`config.mk`:
```
export PLATFORM = sky130hd
export DESIGN_NAME = ime_byte_engine
export DESIGN_NICKNAME = d
export VERILOG_FILES = /design/src/inc/ime_pkg.sv /design/src/core/ime_byte_engine.sv
export SDC_FILE = /design/constraint.sdc
export NUM_CORES = 1
export LEC_CHECK = 0
export BUFFER_PORTS_ARGS = -buffer_cell sky130_fd_sc_hd__buf_2
export CORE_ASPECT_RATIO = 0.5
export CORE_MARGIN = 5
export CORE_UTILIZATION = 31
export CTS_CLUSTER_DIAMETER = 80
export DETAILED_ROUTE_END_ITERATION = 8
export GPL_TIMING_DRIVEN = 0
export PLACE_DENSITY = 0.43
export SYNTH_ARGS = -nofsm -noshare
export SYNTH_HDL_FRONTEND = slang
export SYNTH_SLANG_ARGS = --single-unit
export TNS_END_PERCENT = 100
```
`constraint.sdc`:
```
create_clock -name REF_CLK -period 6.5 [get_ports REF_CLK]
set_clock_uncertainty 0.1 [all_clocks]
set_input_delay 0.975 -clock REF_CLK [delete_from_list [all_inputs] [get_ports REF_CLK]]
set_output_delay 0.975 -clock REF_CLK [all_outputs]
set_load 0.01 [all_outputs]
```
`src/inc/ime_pkg.sv`:
```
package ime_pkg;

    // ********************************
    // register map
    // ********************************
    localparam logic [1:0] ADR_BUF = 2'h0;
    localparam logic [1:0] ADR_RLD = 2'h1;
    localparam logic [1:0] ADR_CTL = 2'h2;
    localparam logic [1:0] ADR_STA = 2'h3;

    // control_register_two bit positions
    localparam int C_STP = 2;
    localparam int C_RCV = 3;
    localparam int C_ACK = 4;
    localparam int C_AKD = 5;
    localparam int C_AKS = 6;

    // port_status_register bit positions
    localparam int S_BF = 0;
    localparam int S_EVT = 1;
    localparam int S_WRITE_COLLISION_FLAG = 2;
    localparam int S_OV = 3;
    localparam int S_STOP = 4;

    // ********************************
    // counts and reset values
    // ********************************
    localparam logic [6:0] RLD_RST = 7'h04;
    localparam logic [3:0] BIT_LAST = 4'h7;
    localparam logic [3:0] BIT_ACK = 4'h8;
    localparam logic [2:0] SYNC_RST = 3'h7;

    typedef enum logic [3:0] {
        ST_IDLE = 4'h0,
        ST_TXL = 4'h1,
        ST_TXH = 4'h2,
        ST_RXL = 4'h3,
        ST_RXH = 4'h4,
        ST_AKL = 4'h5,
        ST_AKH = 4'h6,
        ST_PSD = 4'h7,
        ST_PLO = 4'h8,
        ST_PHI = 4'h9,
        ST_PEND = 4'ha
    } ime_state_type;

    typedef struct packed {
        ime_state_type st;
        logic [6:0] bit_phase_counter;
        logic armed;
        logic [3:0] bitc;
        logic [7:0] sr;
        logic [7:0] tbuf;
        logic [6:0] rld;
        logic ack_stat;
        logic ack_dat;
        logic ack_en;
        logic rcv_en;
        logic stp_en;
        logic bf;
        logic evt;
        logic write_collision_flag;
        logic ov;
        logic stopd;
        logic [7:0] rdata;
        logic sda_oe;
        logic scl_oe;
        logic sda_o;
        logic scl_o;
        logic [2:0] sda_s;
        logic [2:0] scl_s;
        logic sda_f;
        logic scl_f;
    } ime_regs_type;

    localparam ime_regs_type REGS_RST = '{
        st: ST_IDLE,
        rld: RLD_RST,
        sda_s: SYNC_RST,
        scl_s: SYNC_RST,
        sda_f: 1'b1,
        scl_f: 1'b1,
        default: '0
    };

endpackage : ime_pkg

```
`src/core/ime_byte_engine.sv`:
```
module ime_byte_engine (
    // clock, reset, enable
    input wire logic REF_CLK,
    input wire logic SRST,
    input wire logic CE,
    // register port
    input wire logic [1:0] ADDR,
    input wire logic [7:0] WDATA,
    input wire logic WR,
    input wire logic RD,
    output logic [7:0] RDATA,
    // two-wire pins
    input wire logic SDA_PIN,
    output logic SDA_DRV,
    output logic SDA_EN,
    input wire logic SCL_PIN,
    output logic SCL_DRV,
    output logic SCL_EN
);

    // ********************************
    // state
    // ********************************
    ime_pkg::ime_regs_type st_r;
    ime_pkg::ime_regs_type st_nxt;

    logic tmo;
    logic idle;
    logic is_lo;
    logic is_hi;
    logic hi_to;
    logic is_tx;
    logic wr_buf;
    logic wr_ctl;

    assign tmo = (st_r.bit_phase_counter == 7'h00);
    assign idle = (st_r.st == ime_pkg::ST_IDLE);
    assign is_tx = (st_r.st == ime_pkg::ST_TXL) || (st_r.st == ime_pkg::ST_TXH);
    assign is_lo = (st_r.st == ime_pkg::ST_TXL) || (st_r.st == ime_pkg::ST_RXL)
                || (st_r.st == ime_pkg::ST_AKL) || (st_r.st == ime_pkg::ST_PLO);
    assign is_hi = (st_r.st == ime_pkg::ST_TXH) || (st_r.st == ime_pkg::ST_RXH)
                || (st_r.st == ime_pkg::ST_AKH) || (st_r.st == ime_pkg::ST_PHI);
    assign hi_to = is_hi && st_r.armed && tmo;
    assign wr_buf = WR && (ADDR == ime_pkg::ADR_BUF);
    assign wr_ctl = WR && (ADDR == ime_pkg::ADR_CTL);

    // ********************************
    // next state
    // ********************************
    always_comb begin
        st_nxt = st_r;
        if (CE) begin
            // sample pins
            // a level counts once the second and third stage agree
            st_nxt.sda_s = {st_r.sda_s[1:0], SDA_PIN};
            st_nxt.scl_s = {st_r.scl_s[1:0], SCL_PIN};
            if (st_r.sda_s[1] == st_r.sda_s[2]) begin
                st_nxt.sda_f = st_r.sda_s[1];
            end
            if (st_r.scl_s[1] == st_r.scl_s[2]) begin
                st_nxt.scl_f = st_r.scl_s[1];
            end

            // register reads: data stand for one cycle only
            st_nxt.rdata = 8'h00;
            if (RD) begin
                case (ADDR)
                    ime_pkg::ADR_BUF: st_nxt.rdata = st_r.tbuf;
                    ime_pkg::ADR_RLD: st_nxt.rdata = {1'b0, st_r.rld};
                    ime_pkg::ADR_CTL: st_nxt.rdata = {1'b0, st_r.ack_stat, st_r.ack_dat, st_r.ack_en,
                                                      st_r.rcv_en, st_r.stp_en, 2'h0};
                    default: st_nxt.rdata = {3'h0, st_r.stopd, st_r.ov, st_r.write_collision_flag, st_r.evt, st_r.bf};
                endcase
                if ((ADDR == ime_pkg::ADR_BUF) && !is_tx) begin
                    st_nxt.bf = 1'b0;
                end
            end

            // register writes
            if (WR) begin
                case (ADDR)
                    ime_pkg::ADR_BUF: begin
                        if (idle) begin
                            st_nxt.tbuf = WDATA;
                            st_nxt.sr = WDATA;
                            st_nxt.bf = 1'b1;
                            st_nxt.stopd = 1'b0;
                            st_nxt.bitc = 4'h0;
                            st_nxt.bit_phase_counter = st_r.rld;
                            st_nxt.scl_oe = 1'b1;
                            st_nxt.st = ime_pkg::ST_TXL;
                        end else begin
                            st_nxt.write_collision_flag = 1'b1;
                        end
                    end
                    ime_pkg::ADR_RLD: st_nxt.rld = WDATA[6:0];
                    ime_pkg::ADR_CTL: begin
                        st_nxt.ack_dat = WDATA[ime_pkg::C_AKD];
                        if (idle && WDATA[ime_pkg::C_STP]) begin
                            st_nxt.stp_en = 1'b1;
                            st_nxt.sda_oe = 1'b1;
                            st_nxt.scl_oe = 1'b1;
                            st_nxt.st = ime_pkg::ST_PSD;
                        end else if (idle && WDATA[ime_pkg::C_ACK]) begin
                            st_nxt.ack_en = 1'b1;
                            st_nxt.bit_phase_counter = st_r.rld;
                            st_nxt.scl_oe = 1'b1;
                            st_nxt.st = ime_pkg::ST_AKL;
                        end else if (idle && WDATA[ime_pkg::C_RCV]) begin
                            st_nxt.rcv_en = 1'b1;
                            st_nxt.bitc = 4'h0;
                            st_nxt.bit_phase_counter = st_r.rld;
                            st_nxt.sda_oe = 1'b0;
                            st_nxt.scl_oe = 1'b1;
                            st_nxt.st = ime_pkg::ST_RXL;
                        end
                    end
                    default: begin
                        // software clears event, collision and overflow
                        // write one to clear; hardware sets below win
                        st_nxt.evt = st_r.evt & ~WDATA[ime_pkg::S_EVT];
                        st_nxt.write_collision_flag = st_r.write_collision_flag & ~WDATA[ime_pkg::S_WRITE_COLLISION_FLAG];
                        st_nxt.ov = st_r.ov & ~WDATA[ime_pkg::S_OV];
                    end
                endcase
            end

            if (is_lo && !tmo) begin
                st_nxt.bit_phase_counter = st_r.bit_phase_counter - 7'h01;
            end
            if (is_hi) begin
                if (!st_r.armed) begin
                    if (st_r.scl_f) begin
                        st_nxt.armed = 1'b1;
                        st_nxt.bit_phase_counter = st_r.rld;
                    end
                end else if (!tmo) begin
                    st_nxt.bit_phase_counter = st_r.bit_phase_counter - 7'h01;
                end
            end

            unique case (st_r.st)
                ime_pkg::ST_IDLE: begin
                end
                ime_pkg::ST_TXL: begin
                    st_nxt.sda_oe = (st_r.bitc != ime_pkg::BIT_ACK) && !st_r.sr[7];
                    // with reload 0 the bit would move as SCL rises: hold the release one cycle
                    if (tmo && (st_r.sda_oe == st_nxt.sda_oe)) begin
                        st_nxt.scl_oe = 1'b0;
                        st_nxt.armed = 1'b0;
                        st_nxt.st = ime_pkg::ST_TXH;
                    end
                end
                ime_pkg::ST_TXH: begin
                    if (hi_to) begin
                        st_nxt.scl_oe = 1'b1;
                        st_nxt.bit_phase_counter = st_r.rld;
                        if (st_r.bitc == ime_pkg::BIT_ACK) begin
                            st_nxt.ack_stat = st_r.sda_f;
                            st_nxt.evt = 1'b1;
                            st_nxt.st = ime_pkg::ST_IDLE;
                        end else begin
                            if (st_r.bitc == ime_pkg::BIT_LAST) begin
                                st_nxt.bf = 1'b0;
                            end
                            st_nxt.sr = {st_r.sr[6:0], 1'b0};
                            st_nxt.bitc = st_r.bitc + 4'h1;
                            st_nxt.st = ime_pkg::ST_TXL;
                        end
                    end
                end
                ime_pkg::ST_RXL: begin
                    if (tmo) begin
                        st_nxt.scl_oe = 1'b0;
                        st_nxt.armed = 1'b0;
                        st_nxt.st = ime_pkg::ST_RXH;
                    end
                end
                ime_pkg::ST_RXH: begin
                    if (hi_to) begin
                        st_nxt.sr = {st_r.sr[6:0], st_r.sda_f};
                        st_nxt.scl_oe = 1'b1;
                        st_nxt.bit_phase_counter = st_r.rld;
                        st_nxt.bitc = st_r.bitc + 4'h1;
                        st_nxt.st = ime_pkg::ST_RXL;
                        if (st_r.bitc == ime_pkg::BIT_LAST) begin
                            st_nxt.rcv_en = 1'b0;
                            st_nxt.tbuf = {st_r.sr[6:0], st_r.sda_f};
                            st_nxt.bf = 1'b1;
                            st_nxt.evt = 1'b1;
                            st_nxt.st = ime_pkg::ST_IDLE;
                            if (st_r.bf) begin
                                st_nxt.ov = 1'b1;
                            end
                        end
                    end
                end
                ime_pkg::ST_AKL: begin
                    st_nxt.sda_oe = !st_r.ack_dat;
                    // ack level must settle before SCL is released
                    if (tmo && (st_r.sda_oe == st_nxt.sda_oe)) begin
                        st_nxt.scl_oe = 1'b0;
                        st_nxt.armed = 1'b0;
                        st_nxt.st = ime_pkg::ST_AKH;
                    end
                end
                ime_pkg::ST_AKH: begin
                    if (hi_to) begin
                        st_nxt.scl_oe = 1'b1;
                        st_nxt.ack_en = 1'b0;
                        st_nxt.st = ime_pkg::ST_IDLE;
                    end
                end
                ime_pkg::ST_PSD: begin
                    if (!st_r.sda_f) begin
                        st_nxt.bit_phase_counter = st_r.rld;
                        st_nxt.st = ime_pkg::ST_PLO;
                    end
                end
                ime_pkg::ST_PLO: begin
                    if (tmo) begin
                        st_nxt.scl_oe = 1'b0;
                        st_nxt.armed = 1'b0;
                        st_nxt.st = ime_pkg::ST_PHI;
                    end
                end
                ime_pkg::ST_PHI: begin
                    if (hi_to) begin
                        st_nxt.sda_oe = 1'b0;
                        st_nxt.armed = 1'b0;
                        st_nxt.st = ime_pkg::ST_PEND;
                    end
                end
                ime_pkg::ST_PEND: begin
                    if (!st_r.armed) begin
                        if (st_r.sda_f && st_r.scl_f) begin
                            st_nxt.stopd = 1'b1;
                            st_nxt.armed = 1'b1;
                            st_nxt.bit_phase_counter = st_r.rld;
                        end
                    end else if (tmo) begin
                        st_nxt.stp_en = 1'b0;
                        st_nxt.evt = 1'b1;
                        st_nxt.st = ime_pkg::ST_IDLE;
                    end else begin
                        st_nxt.bit_phase_counter = st_r.bit_phase_counter - 7'h01;
                    end
                end
                default: begin
                    // illegal code: fall back to idle
                    st_nxt.st = ime_pkg::ST_IDLE;
                end
            endcase
        end
    end

    always_ff @(posedge REF_CLK) begin
        if (SRST) begin
            st_r <= ime_pkg::REGS_RST;
        end else begin
            st_r <= st_nxt;
        end
    end

    // ********************************
    // outputs
    // ********************************
    // open drain only
    assign SDA_DRV = st_r.sda_o;
    assign SCL_DRV = st_r.scl_o;
    assign SDA_EN = st_r.sda_oe;
    assign SCL_EN = st_r.scl_oe;
    assign RDATA = st_r.rdata;

    logic tx_fin;
    logic rx_fin;
    assign tx_fin = hi_to && (st_r.st == ime_pkg::ST_TXH) && (st_r.bitc == ime_pkg::BIT_ACK);
    assign rx_fin = hi_to && (st_r.st == ime_pkg::ST_RXH) && (st_r.bitc == ime_pkg::BIT_LAST);
endmodule : ime_byte_engine

```
Yosys cells after proc, flatten, opt, wreduce, memory -nomap -nowiden --
Cells that the tools add are included. Widths: inputs -> output; s select.
Storage, ports and cells: logic and storage cells 204, output and inout port bits 12, flip-flop bits (word level) 67, bits of input ports 17
Operators by class: bitwise operators 7, muxes and demuxes 116, add/sub/neg operators 2, equality and inequality tests 20, reductions and logical operators 35
Operators by type and width (count):
- $mux 11 | 12
- $mux 7 | 8
- $mux 8 | 7
- $mux 1 | 49
- $mux 4 | 12
- $pmux 4 s11 | 1
- $mux 20 | 2
- $pmux 7 s4 | 1
- $mux 27 | 1
- $mux 12 | 2
- $pmux 12 s2 | 1
- $pmux 8 s3 | 1
- $pmux 11 s2 | 1
- $eq 4x3->1 const B | 5
- $eq 4x4->1 const B | 4
- $mux 16 | 1
- $mux 2 | 8
- $logic_and 1x1->1 | 11
- $eq 4x2->1 const B | 2
- $pmux 4 s2 | 1
- $reduce_and 4->1 | 2
- $logic_not 7->1 | 1
- $logic_or 1x1->1 | 7
- $sub 7x1->7 const B | 1
- other kinds (21) | 39

Logic depth before layout (Yosys ltp) --
Gate-level depths: netlist of the first run.
word-level depth 20, depth in mapped cells 9, depth with buffers taken out 8

Worst setup path after synthesis of the first run --
OpenSTA, ideal clock, no wires.
path type input-to-reg, start input port ADDR[0], end register st_r[59] (netlist bit), path slack 3868 ps, stages 8, arrival 2444 ps, setup time 88 ps, cell sequence inv_1 > ha_1 > nor2b_1 > a21o_1 > and2_1 > a22oi_1 > a221o_1 > a311oi_2
On the way: longest elaborated chain between the ends 12, elaborated cells between the ends (all ways) 18
RTL lines:
- start: declaration | RTL line ime_byte_engine.sv:7 | input wire logic [1:0] ADDR,
- $eq 2x2->1 / $logic_not 2->1 (equally long branches) | RTL line ime_byte_engine.sv:81 | case (ADDR)
- $pmux 11 s2 * | RTL line ime_byte_engine.sv:81
- $mux 11 * | RTL line ime_byte_engine.sv:80 | if (WR) begin
- $mux 11 * | RTL line ime_byte_engine.sv:52 | if (CE) begin
- $mux 7 * | RTL line ime_byte_engine.sv:128 | if (is_lo && !tmo) begin
- $mux 7 * | RTL line ime_byte_engine.sv:52
- $mux 8 / $mux 7 (equally long branches) | RTL line ime_byte_engine.sv:133, ime_byte_engine.sv:137
- $mux 7 | RTL line ime_byte_engine.sv:132 | if (!st_r.armed) begin
- $mux 8 * | RTL line ime_byte_engine.sv:131 | if (is_hi) begin
- $mux 8 / $mux 7 (equally long branches) | RTL line ime_byte_engine.sv:236, ime_byte_engine.sv:241
- $mux 7 | RTL line ime_byte_engine.sv:235 | if (!st_r.armed) begin
- $pmux 7 s4 * | RTL line ime_byte_engine.sv:142 | unique case (st_r.st)
- end signal: assignment | RTL line ime_byte_engine.sv:259 | st_r <= ime_pkg::REGS_RST;
- end signal: assignment | RTL line ime_byte_engine.sv:261 | st_r <= st_nxt;
- end: declaration | RTL line ime_byte_engine.sv:24 | ime_pkg::ime_regs_type st_r;
Every way passes the cells marked *; elsewhere a longest branch is shown, timed or not. The select of a mux whose other input is x is not followed. A chain may end at the register's enable or synchronous reset.

==> results of run 1 <==
-- layout by cell type, fill, tap and decap left out, types with 13 or more instances in the layout --
cell type / count
o21ai_0: 28
nand2_1: 36
nor2_1: 69
clkbuf_1: 32
o22ai_1: 17
nand2b_1: 18
dfxtp_1: 67
buf_2: 26
a21oi_1: 39
a211oi_1: 20
a31oi_1: 13
nor3_1: 16
nand3_1: 18
buf_4: 13
-- routing by layer --
layer  vias up  share of wire, %
met3        37               7.1
met1      2340                50
met2       180                40
met5         -                 0
met4         0               2.5
li1       2261                 -
-- report_power, final --
part	switching [mW]	internal (mW)	total (mW)
Sequential	0.0182	0.425	0.444
Combinational	0.163	0.0811	0.244
Clock	0.222	0.303	0.525
Total	0.402	0.810	1.21
-- logic make-up (layout without fill, tap and decap cells) --
| kind of cell | Yosys count | in the layout |
|---|---|---|
| xor gates and xnor gates | 9 | 9 |
| muxes | 10 | 10 |
| adders and majority gates | 8 | 8 |
| buffers and inverters | 65 | 105 |
| other | 1 | 2 |
| AOI/OAI and AO/OA | 210 | 210 |
| DFF | 67 | 67 |
| and+or+nand+nor | 214 | 214 |
-- area by class of cell --
class / instances / area, µm² / area share, %
inverter: 12 / 45.0 / 0.856
clock inverter: 7 / 82.6 / 1.57
multi-input combinational: 453 / 2940 / 55.8
sequential: 67 / 1340 / 25.5
tap: 198 / 248 / 4.71
buffer: 53 / 265 / 5.04
timing repair buffer: 24 / 120 / 2.28
clock buffer: 9 / 225 / 4.28
-- stage by stage --
step / hold slack [ps] / power (mW)
2_1_floorplan: 331 / 0.608
3_3_place_gp: 342 / 0.692
3_5_place_dp: 342 / 0.690
4_1_cts: 360 / 1.22
5_1_grt: 393 / 1.26
6_report: 354 / 1.21
-- state kept, by name, summed over array words and instances, names as in the netlist --
signal  cells
SDA_EN      1
SCL_EN      1
st_r       57
RDATA       8
-- how the worst max path moves through the flow --
stage,slack [ps],from,end,cells past startpoint
2_1_floorplan,3870,ADDR[0],st_r[59]$_SDFFE_PP0P_,8
3_3_place_gp,2940,CE,st_r[67]$_SDFFE_PP0P_,6
3_5_place_dp,2980,CE,st_r[67]$_SDFFE_PP0P_,6
4_1_cts,3360,CE,st_r[67]$_SDFFE_PP0P_,6
5_1_grt,3230,CE,st_r[62]$_SDFFE_PP0P_,6
6_report,3360,CE,st_r[67]$_SDFFE_PP0P_,6
==> reports/metrics.cfg, run 1 <==
[setup_path]
crit_type = input pin to register
crit_family = buffers and inverters
cp_slowest_cell = buf_1
rrSetupSlack_ps = 3480
critical-path-max-stage-delay_ps = 740
rr_startpoint = st_r[58]$_SDFFE_PP0P_
ff2ff_path_depth = 9
r2r_end = st_r[65]$_SDFFE_PP0P_
crit_buf_inv = 4
critPathArrivalTime_ps = 3310
crit_required_ps = 6670
cp_max_fo = 10
crit_top_cell = clkbuf_1
cp-end-kind = register
start_kind = input pin
worstPathCellList = buf_2 -> clkbuf_1 -> clkbuf_1 -> buf_1 -> o211ai_1 -> a21oi_1

[layout]
areaGrowthSynthToFinish_pct = 14.8
drive_above_1_share_pct = 12.2
fillers = 1551
stdcell_count = 823
stdcell_area_mm2 = 0.00527
utilization_pct = 36.4
n_antenna_cell = 0
final_nets = 645

[routing]
drc = 0
first_pass_iters = 7
wl_per_cell_um = 22.7
vias_per_cell = 5.85
vias = 4818
drt_iter0_markers = 571
drtAntennaViolNets = 0
drt_wl_total_um = 18700

[worst_hold_path]
hold_path.class = register to register
worstHoldStart = st_r[2]$_SDFFE_PP1P_
hold_depth = 1
hold_end = st_r[3]$_SDFFE_PP1P_

[synth]
yosysTopAreaCell = dfxtp_1
synth.most_common_cell = nor2_1
synth-edff-count = 0
synth_seq_area_share_pct = 29.2
avgSynthCellArea_um2 = 7.85
yosys.area.top_type_share_pct = 29.2
ys_ff_latch = 67
synth_commonest_cells = nor2_1, dfxtp_1, a21oi_1, nand2_1, clkbuf_1
syn_inst = 584
synth_mux_area_share_pct = 2.18
synth_area_mm2 = 0.00459
ys_types = 77
synth_top_family_by_area = compound AO/OA/AOI/OAI gates
async_reset_ff_share_pct = 0
yosysWarningCount = 0
synth_top_flop_cell = dfxtp_1
ys_top_cells_by_area = dfxtp_1, nor2_1, a21oi_1, a211oi_1, o21ai_0
synthAdderAreaFrac_pct = 2.18
synth_compound_area_share_pct = 32.8
synth-simple-area-share_pct = 25.0
synthXorXnorAreaFrac_pct = 1.72

[clock_network]
cts_tree = done
cts.sinks = 67
htree_levels = 3
cts-root-buf = clkbuf_16
cts_setup_buffers = 0
clk_pin_slew_ps = 60
numCtsBuffers = 9
cts.path.max_buffers = 2
clk_latency_ps = 350
cts.repair.resized = 0
cts_hold_buf = 0

[die]
core_area_mm2 = 0.0145
die_x_um = 182
fp.dieH_um = 96
start_util_pct = 31.7
ioPinCount = 29
rows = 31
die-area_mm2 = 0.0175

[timing]
worst_pin_slew_ps = 1110
fin_ws_ps = 3360
rsz0062_at_grt = false
relSlewSlack_pct = 25.8
slew_violations = 0
max_freq_mhz = 318
finalCritPeriodShare_pct = 48.4
hold_viol = 0
setup_tns_ps = 0
setup_violations = 0
finalWorstPathRequiredPeriod_ps = 3140

[global_route]
grtUsageMet1_pct = 32.5
grt.busiest_layer = met1
grt_max_degree = 15
overflow = 0
track_usage_pct = 21.7
met2_usage_pct = 30.6
grtUsageMet3_pct = 4.83
antenna_found_initial = 0
first_global_vias = 4512
grt_pass1_wl_um = 28700

[place]
gp_congestion = 0.898
dp_slack_ps = 2980
dpl-instance-area_mm2 = 0.00496
numPortBuffers = 24
place_hpwl_um = 13600
placedCellCount = 807

[flow_run]
cap_violations = 0

[run_status]
status = finished, final reports clean

[power]
p_leak_nw = 1.92
peakVddDrop_uv = 138
powerDensity_mw_per_mm2 = 230

Note: power is estimated with default switching activity, not from simulation.
==> run 2: changes to the inputs <==
Settings changed: PLACE_DENSITY 0.43 to 0.45.
Clock period 6.5 ns to 2.8 ns, I/O delays scaled along.
==> reports/metrics.cfg, run 2 (synthesized netlist as in run 1, its figures left out) <==
[power]
powerDensity_mw_per_mm2 = 544  ; was 230 mW/mm²
finalPower_mw = 2.90  ; was 1.21 mW
peakVddDrop_uv = 297  ; was 138 µV
comb_power_share_pct = 19.7  ; was 20.1%
power.switching_mw = 0.917  ; was 0.402 mW
pwr-share-seq_pct = 35.6  ; was 36.6%
swShare_pct = 31.7  ; was 33.2%
p_int_mw = 1.98  ; was 0.810 mW
p_clk_share_pct = 44.7  ; was 43.3%
p_leak_nw = 1.95  ; was 1.92 nW

[timing]
max_freq_mhz = 372
relSlewSlack_pct = 38.0  ; was 25.8%
finalCritPeriodShare_pct = 95.9
worst_pin_slew_ps = 930  ; was 1110 ps
setup_tns_ps = 0  ; unchanged
fin_ws_ps = 114  ; was 3360 ps
hold_slack_ps = 181  ; was 354 ps
setup_violations = 0  ; unchanged
slew_violations = 0  ; unchanged
finalWorstPathRequiredPeriod_ps = 2690
rsz0062_at_grt = false  ; unchanged
hold_viol = 0  ; unchanged

[routing]
wl_per_cell_um = 22.0  ; was 22.7 µm
drt_wl_total_um = 18100  ; was 18700 µm
vias = 4814  ; was 4818
drt_iter0_markers = 532  ; was 571
first_pass_iters = 5  ; was 7
vias_per_cell = 5.84  ; was 5.85
drtAntennaViolNets = 0  ; unchanged
drc = 0  ; unchanged

[layout]
stdcell_count = 824  ; was 823
final_nets = 646  ; was 645
largest_reg_flops = 57  ; unchanged
stdcell_area_mm2 = 0.00533  ; was 0.00527 mm²
n_antenna_cell = 0  ; unchanged
utilization_pct = 36.8  ; was 36.4%
layout_commonest_cell = nor2_1  ; unchanged
regMostFlops = st_r  ; unchanged
areaGrowthSynthToFinish_pct = 16.2  ; was 14.8%
final_cell_mix = nor2_1, dfxtp_1, a21oi_1  ; unchanged
drive_above_1_share_pct = 13.3  ; was 12.2%

[setup_path]
critical-path-max-stage-delay_ps = 380  ; was 740 ps
worstPathCellList = inv_1 -> ha_2 -> nor4b_4 -> nand2_2 -> and2_4 -> buf_6 -> a311oi_4 -> a31oi_1 -> a221o_1  ; was buf_2 -> clkbuf_1 -> clkbuf_1 -> buf_1 -> o211ai_1 -> a21oi_1
cp_slowest_cell = a311oi_4  ; was buf_1
rr_startpoint = st_r[58]$_SDFFE_PP0P_  ; unchanged
crit_family = compound AO/OA/AOI/OAI gates  ; was buffers and inverters
ff2ff_path_depth = 9  ; unchanged
cp-end-kind = register  ; unchanged
crit_buf_inv = 2  ; was 4
critPathArrivalTime_ps = 2810  ; was 3310 ps
crit_required_ps = 2930  ; was 6670 ps
crit_type = register to register  ; was input pin to register
rrSetupSlack_ps = 110  ; was 3480 ps
cp_max_fo = 9  ; was 10
start_kind = register  ; was input pin
r2r_end = st_r[65]$_SDFFE_PP0P_  ; unchanged

[place]
numPortBuffers = 24  ; unchanged
placedCellCount = 807  ; unchanged
dp_slack_ps = -193  ; was 2980 ps
dpl-instance-area_mm2 = 0.00496  ; unchanged
place_hpwl_um = 13200  ; was 13600 µm
gp_congestion = 0.894  ; was 0.898

[die]
fp.dieH_um = 96  ; unchanged
start_util_pct = 31.7  ; unchanged
die-area_mm2 = 0.0175  ; unchanged
rows = 31  ; unchanged
ioPinCount = 29  ; unchanged
die_x_um = 182  ; unchanged
core_area_mm2 = 0.0145  ; unchanged

[global_route]
grt_max_degree = 15  ; unchanged
first_global_vias = 4570  ; was 4512
grt_pass1_wl_um = 27900  ; was 28700 µm
antenna_found_initial = 0  ; unchanged
track_usage_pct = 21.0  ; was 21.7%
overflow = 0  ; unchanged

[clock_network]
clk_pin_slew_ps = 60  ; about the same
cts_hold_buf = 0  ; unchanged
cts.path.max_buffers = 2  ; unchanged
clk_latency_ps = 340  ; was 350 ps
cts-root-buf = clkbuf_16  ; unchanged
numCtsBuffers = 9  ; unchanged
htree_levels = 3  ; unchanged
cts.sinks = 67  ; unchanged
cts_tree = done  ; unchanged

[worst_hold_path]
worstHoldStart = SCL_PIN  ; was st_r[2]$_SDFFE_PP1P_
hold_path.class = input pin to register  ; was register to register
hold_end = st_r[2]$_SDFFE_PP1P_  ; was st_r[3]$_SDFFE_PP1P_
hold_depth = 2  ; was 1

[run_status]
status = finished, final reports clean  ; unchanged

[flow_run]
cap_violations = 0  ; unchanged

[run 2: worst reg2reg max path, cell delays in order, from the launching register on]
cell      delay (ps)
dfxtp_1          370
inv_1            160
ha_2             300
nor4b_4          280
nand2_2          240
and2_4           210
buf_6            130
a311oi_4         380
a31oi_1          140
a221o_1          270
[run 2: layout make-up]
class / count / area (µm²)
Timing Repair Buffer: 25 / 128
Multi-Input combinational cell: 453 / 2970
Fill cell: 1545 / 9140
Tap cell: 198 / 248
Buffer: 53 / 265
Clock buffer: 9 / 225
Clock inverter: 7 / 106
Inverter: 12 / 45.0
Sequential cell: 67 / 1340
[run 2: power by group through the flow]
stage / clock, mW / combinational, mW / sequential, mW
floorplan: 0 / 0.374 / 1.04
global placement: 0 / 0.549 / 1.05
detailed placement: 0 / 0.543 / 1.05
CTS: 1.33 / 0.551 / 1.03
global route: 1.36 / 0.617 / 1.04
finish: 1.30 / 0.572 / 1.03
[run 2: worst max path at each step]
stage,startpoint,cells after the start,to
2_1_floorplan,st_r[58]$_SDFFE_PP0P_,9,st_r[65]$_SDFFE_PP0P_
3_3_place_gp,CE,6,st_r[67]$_SDFFE_PP0P_
3_5_place_dp,CE,6,st_r[67]$_SDFFE_PP0P_
4_1_cts,st_r[58]$_SDFFE_PP0P_,9,st_r[65]$_SDFFE_PP0P_
5_1_grt,st_r[65]$_SDFFE_PP0P_,6,st_r[58]$_SDFFE_PP0P_
6_report,st_r[58]$_SDFFE_PP0P_,9,st_r[65]$_SDFFE_PP0P_
[run 2: repair_timing]
action	CTS	global route
setup buffers	0	1
pin swaps	0	1
resized for setup	2	5
setup endpoints to repair	1	7
[run 2: layer usage]
| layer | vias to the layer above | global-route usage [%] | share of wire (%) |
|---|---|---|---|
| met2 | 202 | 30.2 | 41 |
| met4 | 0 | 7.43 | 2.1 |
| li1 | 2262 | - | - |
| met3 | 34 | 4.87 | 7.9 |
| met1 | 2316 | 30.4 | 49 |
| met5 | - | 0 | 0 |
==> run 3: changes to the inputs <==
Settings changed: CORE_UTILIZATION 31 to 56, PLACE_DENSITY 0.45 to 0.74.
==> reports/metrics.cfg, run 3 (synthesized netlist as in run 1, its figures left out) <==
[global_route]
track_usage_pct = 33.3  ; was 21.0%
overflow = 0  ; unchanged
grt_pass1_wl_um = 25700  ; was 27900 µm
first_global_vias = 4599  ; was 4570
antenna_found_initial = 0  ; unchanged
grt_max_degree = 15  ; unchanged

[power]
peakVddDrop_uv = 345  ; was 297 µV
p_leak_nw = 1.93  ; was 1.95 nW
finalPower_mw = 2.77  ; was 2.90 mW
powerDensity_mw_per_mm2 = 537  ; was 544 mW/mm²

[clock_network]
cts.repair.resized = 0  ; was 2
htree_levels = 3  ; unchanged
clk_pin_slew_ps = 60  ; about the same
cts.path.max_buffers = 2  ; unchanged
cts.sinks = 67  ; unchanged
numCtsBuffers = 9  ; unchanged
clk_latency_ps = 340  ; about the same
cts_hold_buf = 0  ; unchanged
cts-root-buf = clkbuf_16  ; unchanged
cts_setup_buffers = 0  ; unchanged
cts_tree = done  ; unchanged

[setup_path]
start_kind = register  ; unchanged
crit_type = register to register  ; unchanged
cp-end-kind = register  ; unchanged
cp_max_fo = 9  ; unchanged
critPathArrivalTime_ps = 2860  ; was 2810 ps
crit_required_ps = 2920  ; was 2930 ps

[timing]
slew_violations = 0  ; unchanged
hold_slack_ps = 195  ; was 181 ps
setup_tns_ps = 0  ; unchanged
worst_pin_slew_ps = 918  ; was 930 ps
rsz0062_at_grt = false  ; unchanged
relSlewSlack_pct = 38.8  ; was 38.0%
setup_violations = 0  ; unchanged
hold_viol = 0  ; unchanged
finalCritPeriodShare_pct = 97.6  ; was 95.9%
max_freq_mhz = 366  ; was 372 MHz
finalWorstPathRequiredPeriod_ps = 2730  ; was 2690 ps

[routing]
wl_per_cell_um = 22.2  ; was 22.0 µm
drtAntennaViolNets = 0  ; unchanged
drt_iter0_markers = 658  ; was 532
drt_wl_total_um = 16400  ; was 18100 µm
first_pass_iters = 7  ; was 5
vias_per_cell = 6.85  ; was 5.84
drc = 0  ; unchanged
vias = 5047  ; was 4814

[flow_run]
cap_violations = 0  ; unchanged

[layout]
seq_area_mm2 = 0.00134  ; unchanged
largest_reg_flops = 57  ; unchanged
regMostFlops = st_r  ; unchanged
drive_above_1_share_pct = 12.5  ; was 13.3%
final_cell_mix = nor2_1, dfxtp_1, a21oi_1  ; unchanged
multi_input_area_mm2 = 0.00294  ; was 0.00297 mm²
fillers = 754  ; was 1545
layout_commonest_cell = nor2_1  ; unchanged
stdcell_area_mm2 = 0.00516  ; was 0.00533 mm²
utilization_pct = 64.5  ; was 36.8%
areaGrowthSynthToFinish_pct = 12.6  ; was 16.2%
n_antenna_cell = 0  ; unchanged
final_nets = 645  ; was 646

[die]
die-area_mm2 = 0.0102  ; was 0.0175 mm²
ioPinCount = 29  ; unchanged
rows = 23  ; was 31
core_area_mm2 = 0.00800  ; was 0.0145 mm²
die_x_um = 138  ; was 182 µm
start_util_pct = 57.3  ; was 31.7%
fp.dieH_um = 74.0  ; was 96 µm

[place]
dpl-instance-area_mm2 = 0.00485  ; was 0.00496 mm²
gp_congestion = 1.01  ; was 0.894
place_hpwl_um = 11800  ; was 13200 µm
numPortBuffers = 24  ; unchanged

[worst_hold_path]
hold_path.class = input pin to register  ; unchanged

[run_status]
status = finished, final reports clean  ; unchanged

-- run 3: changes by cell type in the layout (fill, tap and decap cells not counted), sizes merged --
cell and change:
buf -1, bufinv -1, clkinv +1
-- run 3: worst paths after layout --
check | end | depth (start not counted) | startpoint | slack, ps
setup reg to reg | st_r[65]$_SDFFE_PP0P_ | 9 | st_r[58]$_SDFFE_PP0P_ | 70
hold reg to reg | st_r[3]$_SDFFE_PP1P_ | 1 | st_r[2]$_SDFFE_PP1P_ | 370
hold / removal | st_r[5]$_SDFFE_PP1P_ | 2 | SDA_PIN | 190
setup / recovery | st_r[65]$_SDFFE_PP0P_ | 9 | st_r[58]$_SDFFE_PP0P_ | 70
-- run 3: final cells by class --
| cell class | instances | area share, % |
|---|---|---|
| multi-input combinational | 453 | 57.0 |
| sequential | 67 | 26.0 |
| buffer | 53 | 5.14 |
| clock buffer | 9 | 4.36 |
| tap | 112 | 2.72 |
| timing repair buffer | 24 | 2.33 |
| clock inverter | 7 | 1.58 |
| inverter | 12 | 0.873 |
-- run 3: through the flow --
| step | cells | worst slack, ps |
|---|---|---|
| floorplan | 585 | 591 |
| global placement | 721 | -1.40 |
| detailed placement | 721 | 35.4 |
| CTS | 737 | 72.6 |
| global route | 737 | 24.3 |
| finish | 737 | 67.0 |
-- run 3: worst max-delay path, cell delays in order, from the launching register on --
cell and delay (ps):
dfxtp_1 360, inv_1 170, ha_2 300, nor4b_4 290
nand2_2 250, and2_4 210, buf_6 130, a311oi_2 370
a31oi_1 140, a221o_1 280
-- run 3: report_power, final --
| group | internal [mW] | total [mW] | switching (mW) |
|---|---|---|---|
| registers | 0.988 | 1.03 | 0.0411 |
| logic | 0.189 | 0.554 | 0.365 |
| clock network | 0.705 | 1.19 | 0.481 |
| total | 1.88 | 2.77 | 0.887 |
-- run 3: layer usage --
layer | up-vias | part of all wire [%] | wire [µm] | global-route usage [%]
met4 | 0 | 3.0 | 488 | 12.5
met2 | 359 | 40 | 6500 | 46.6
li1 | 2270 | - | - | -
met1 | 2362 | 43 | 7020 | 46.6
met5 | - | 0 | 0 | 0
met3 | 56 | 15 | 2380 | 12.7
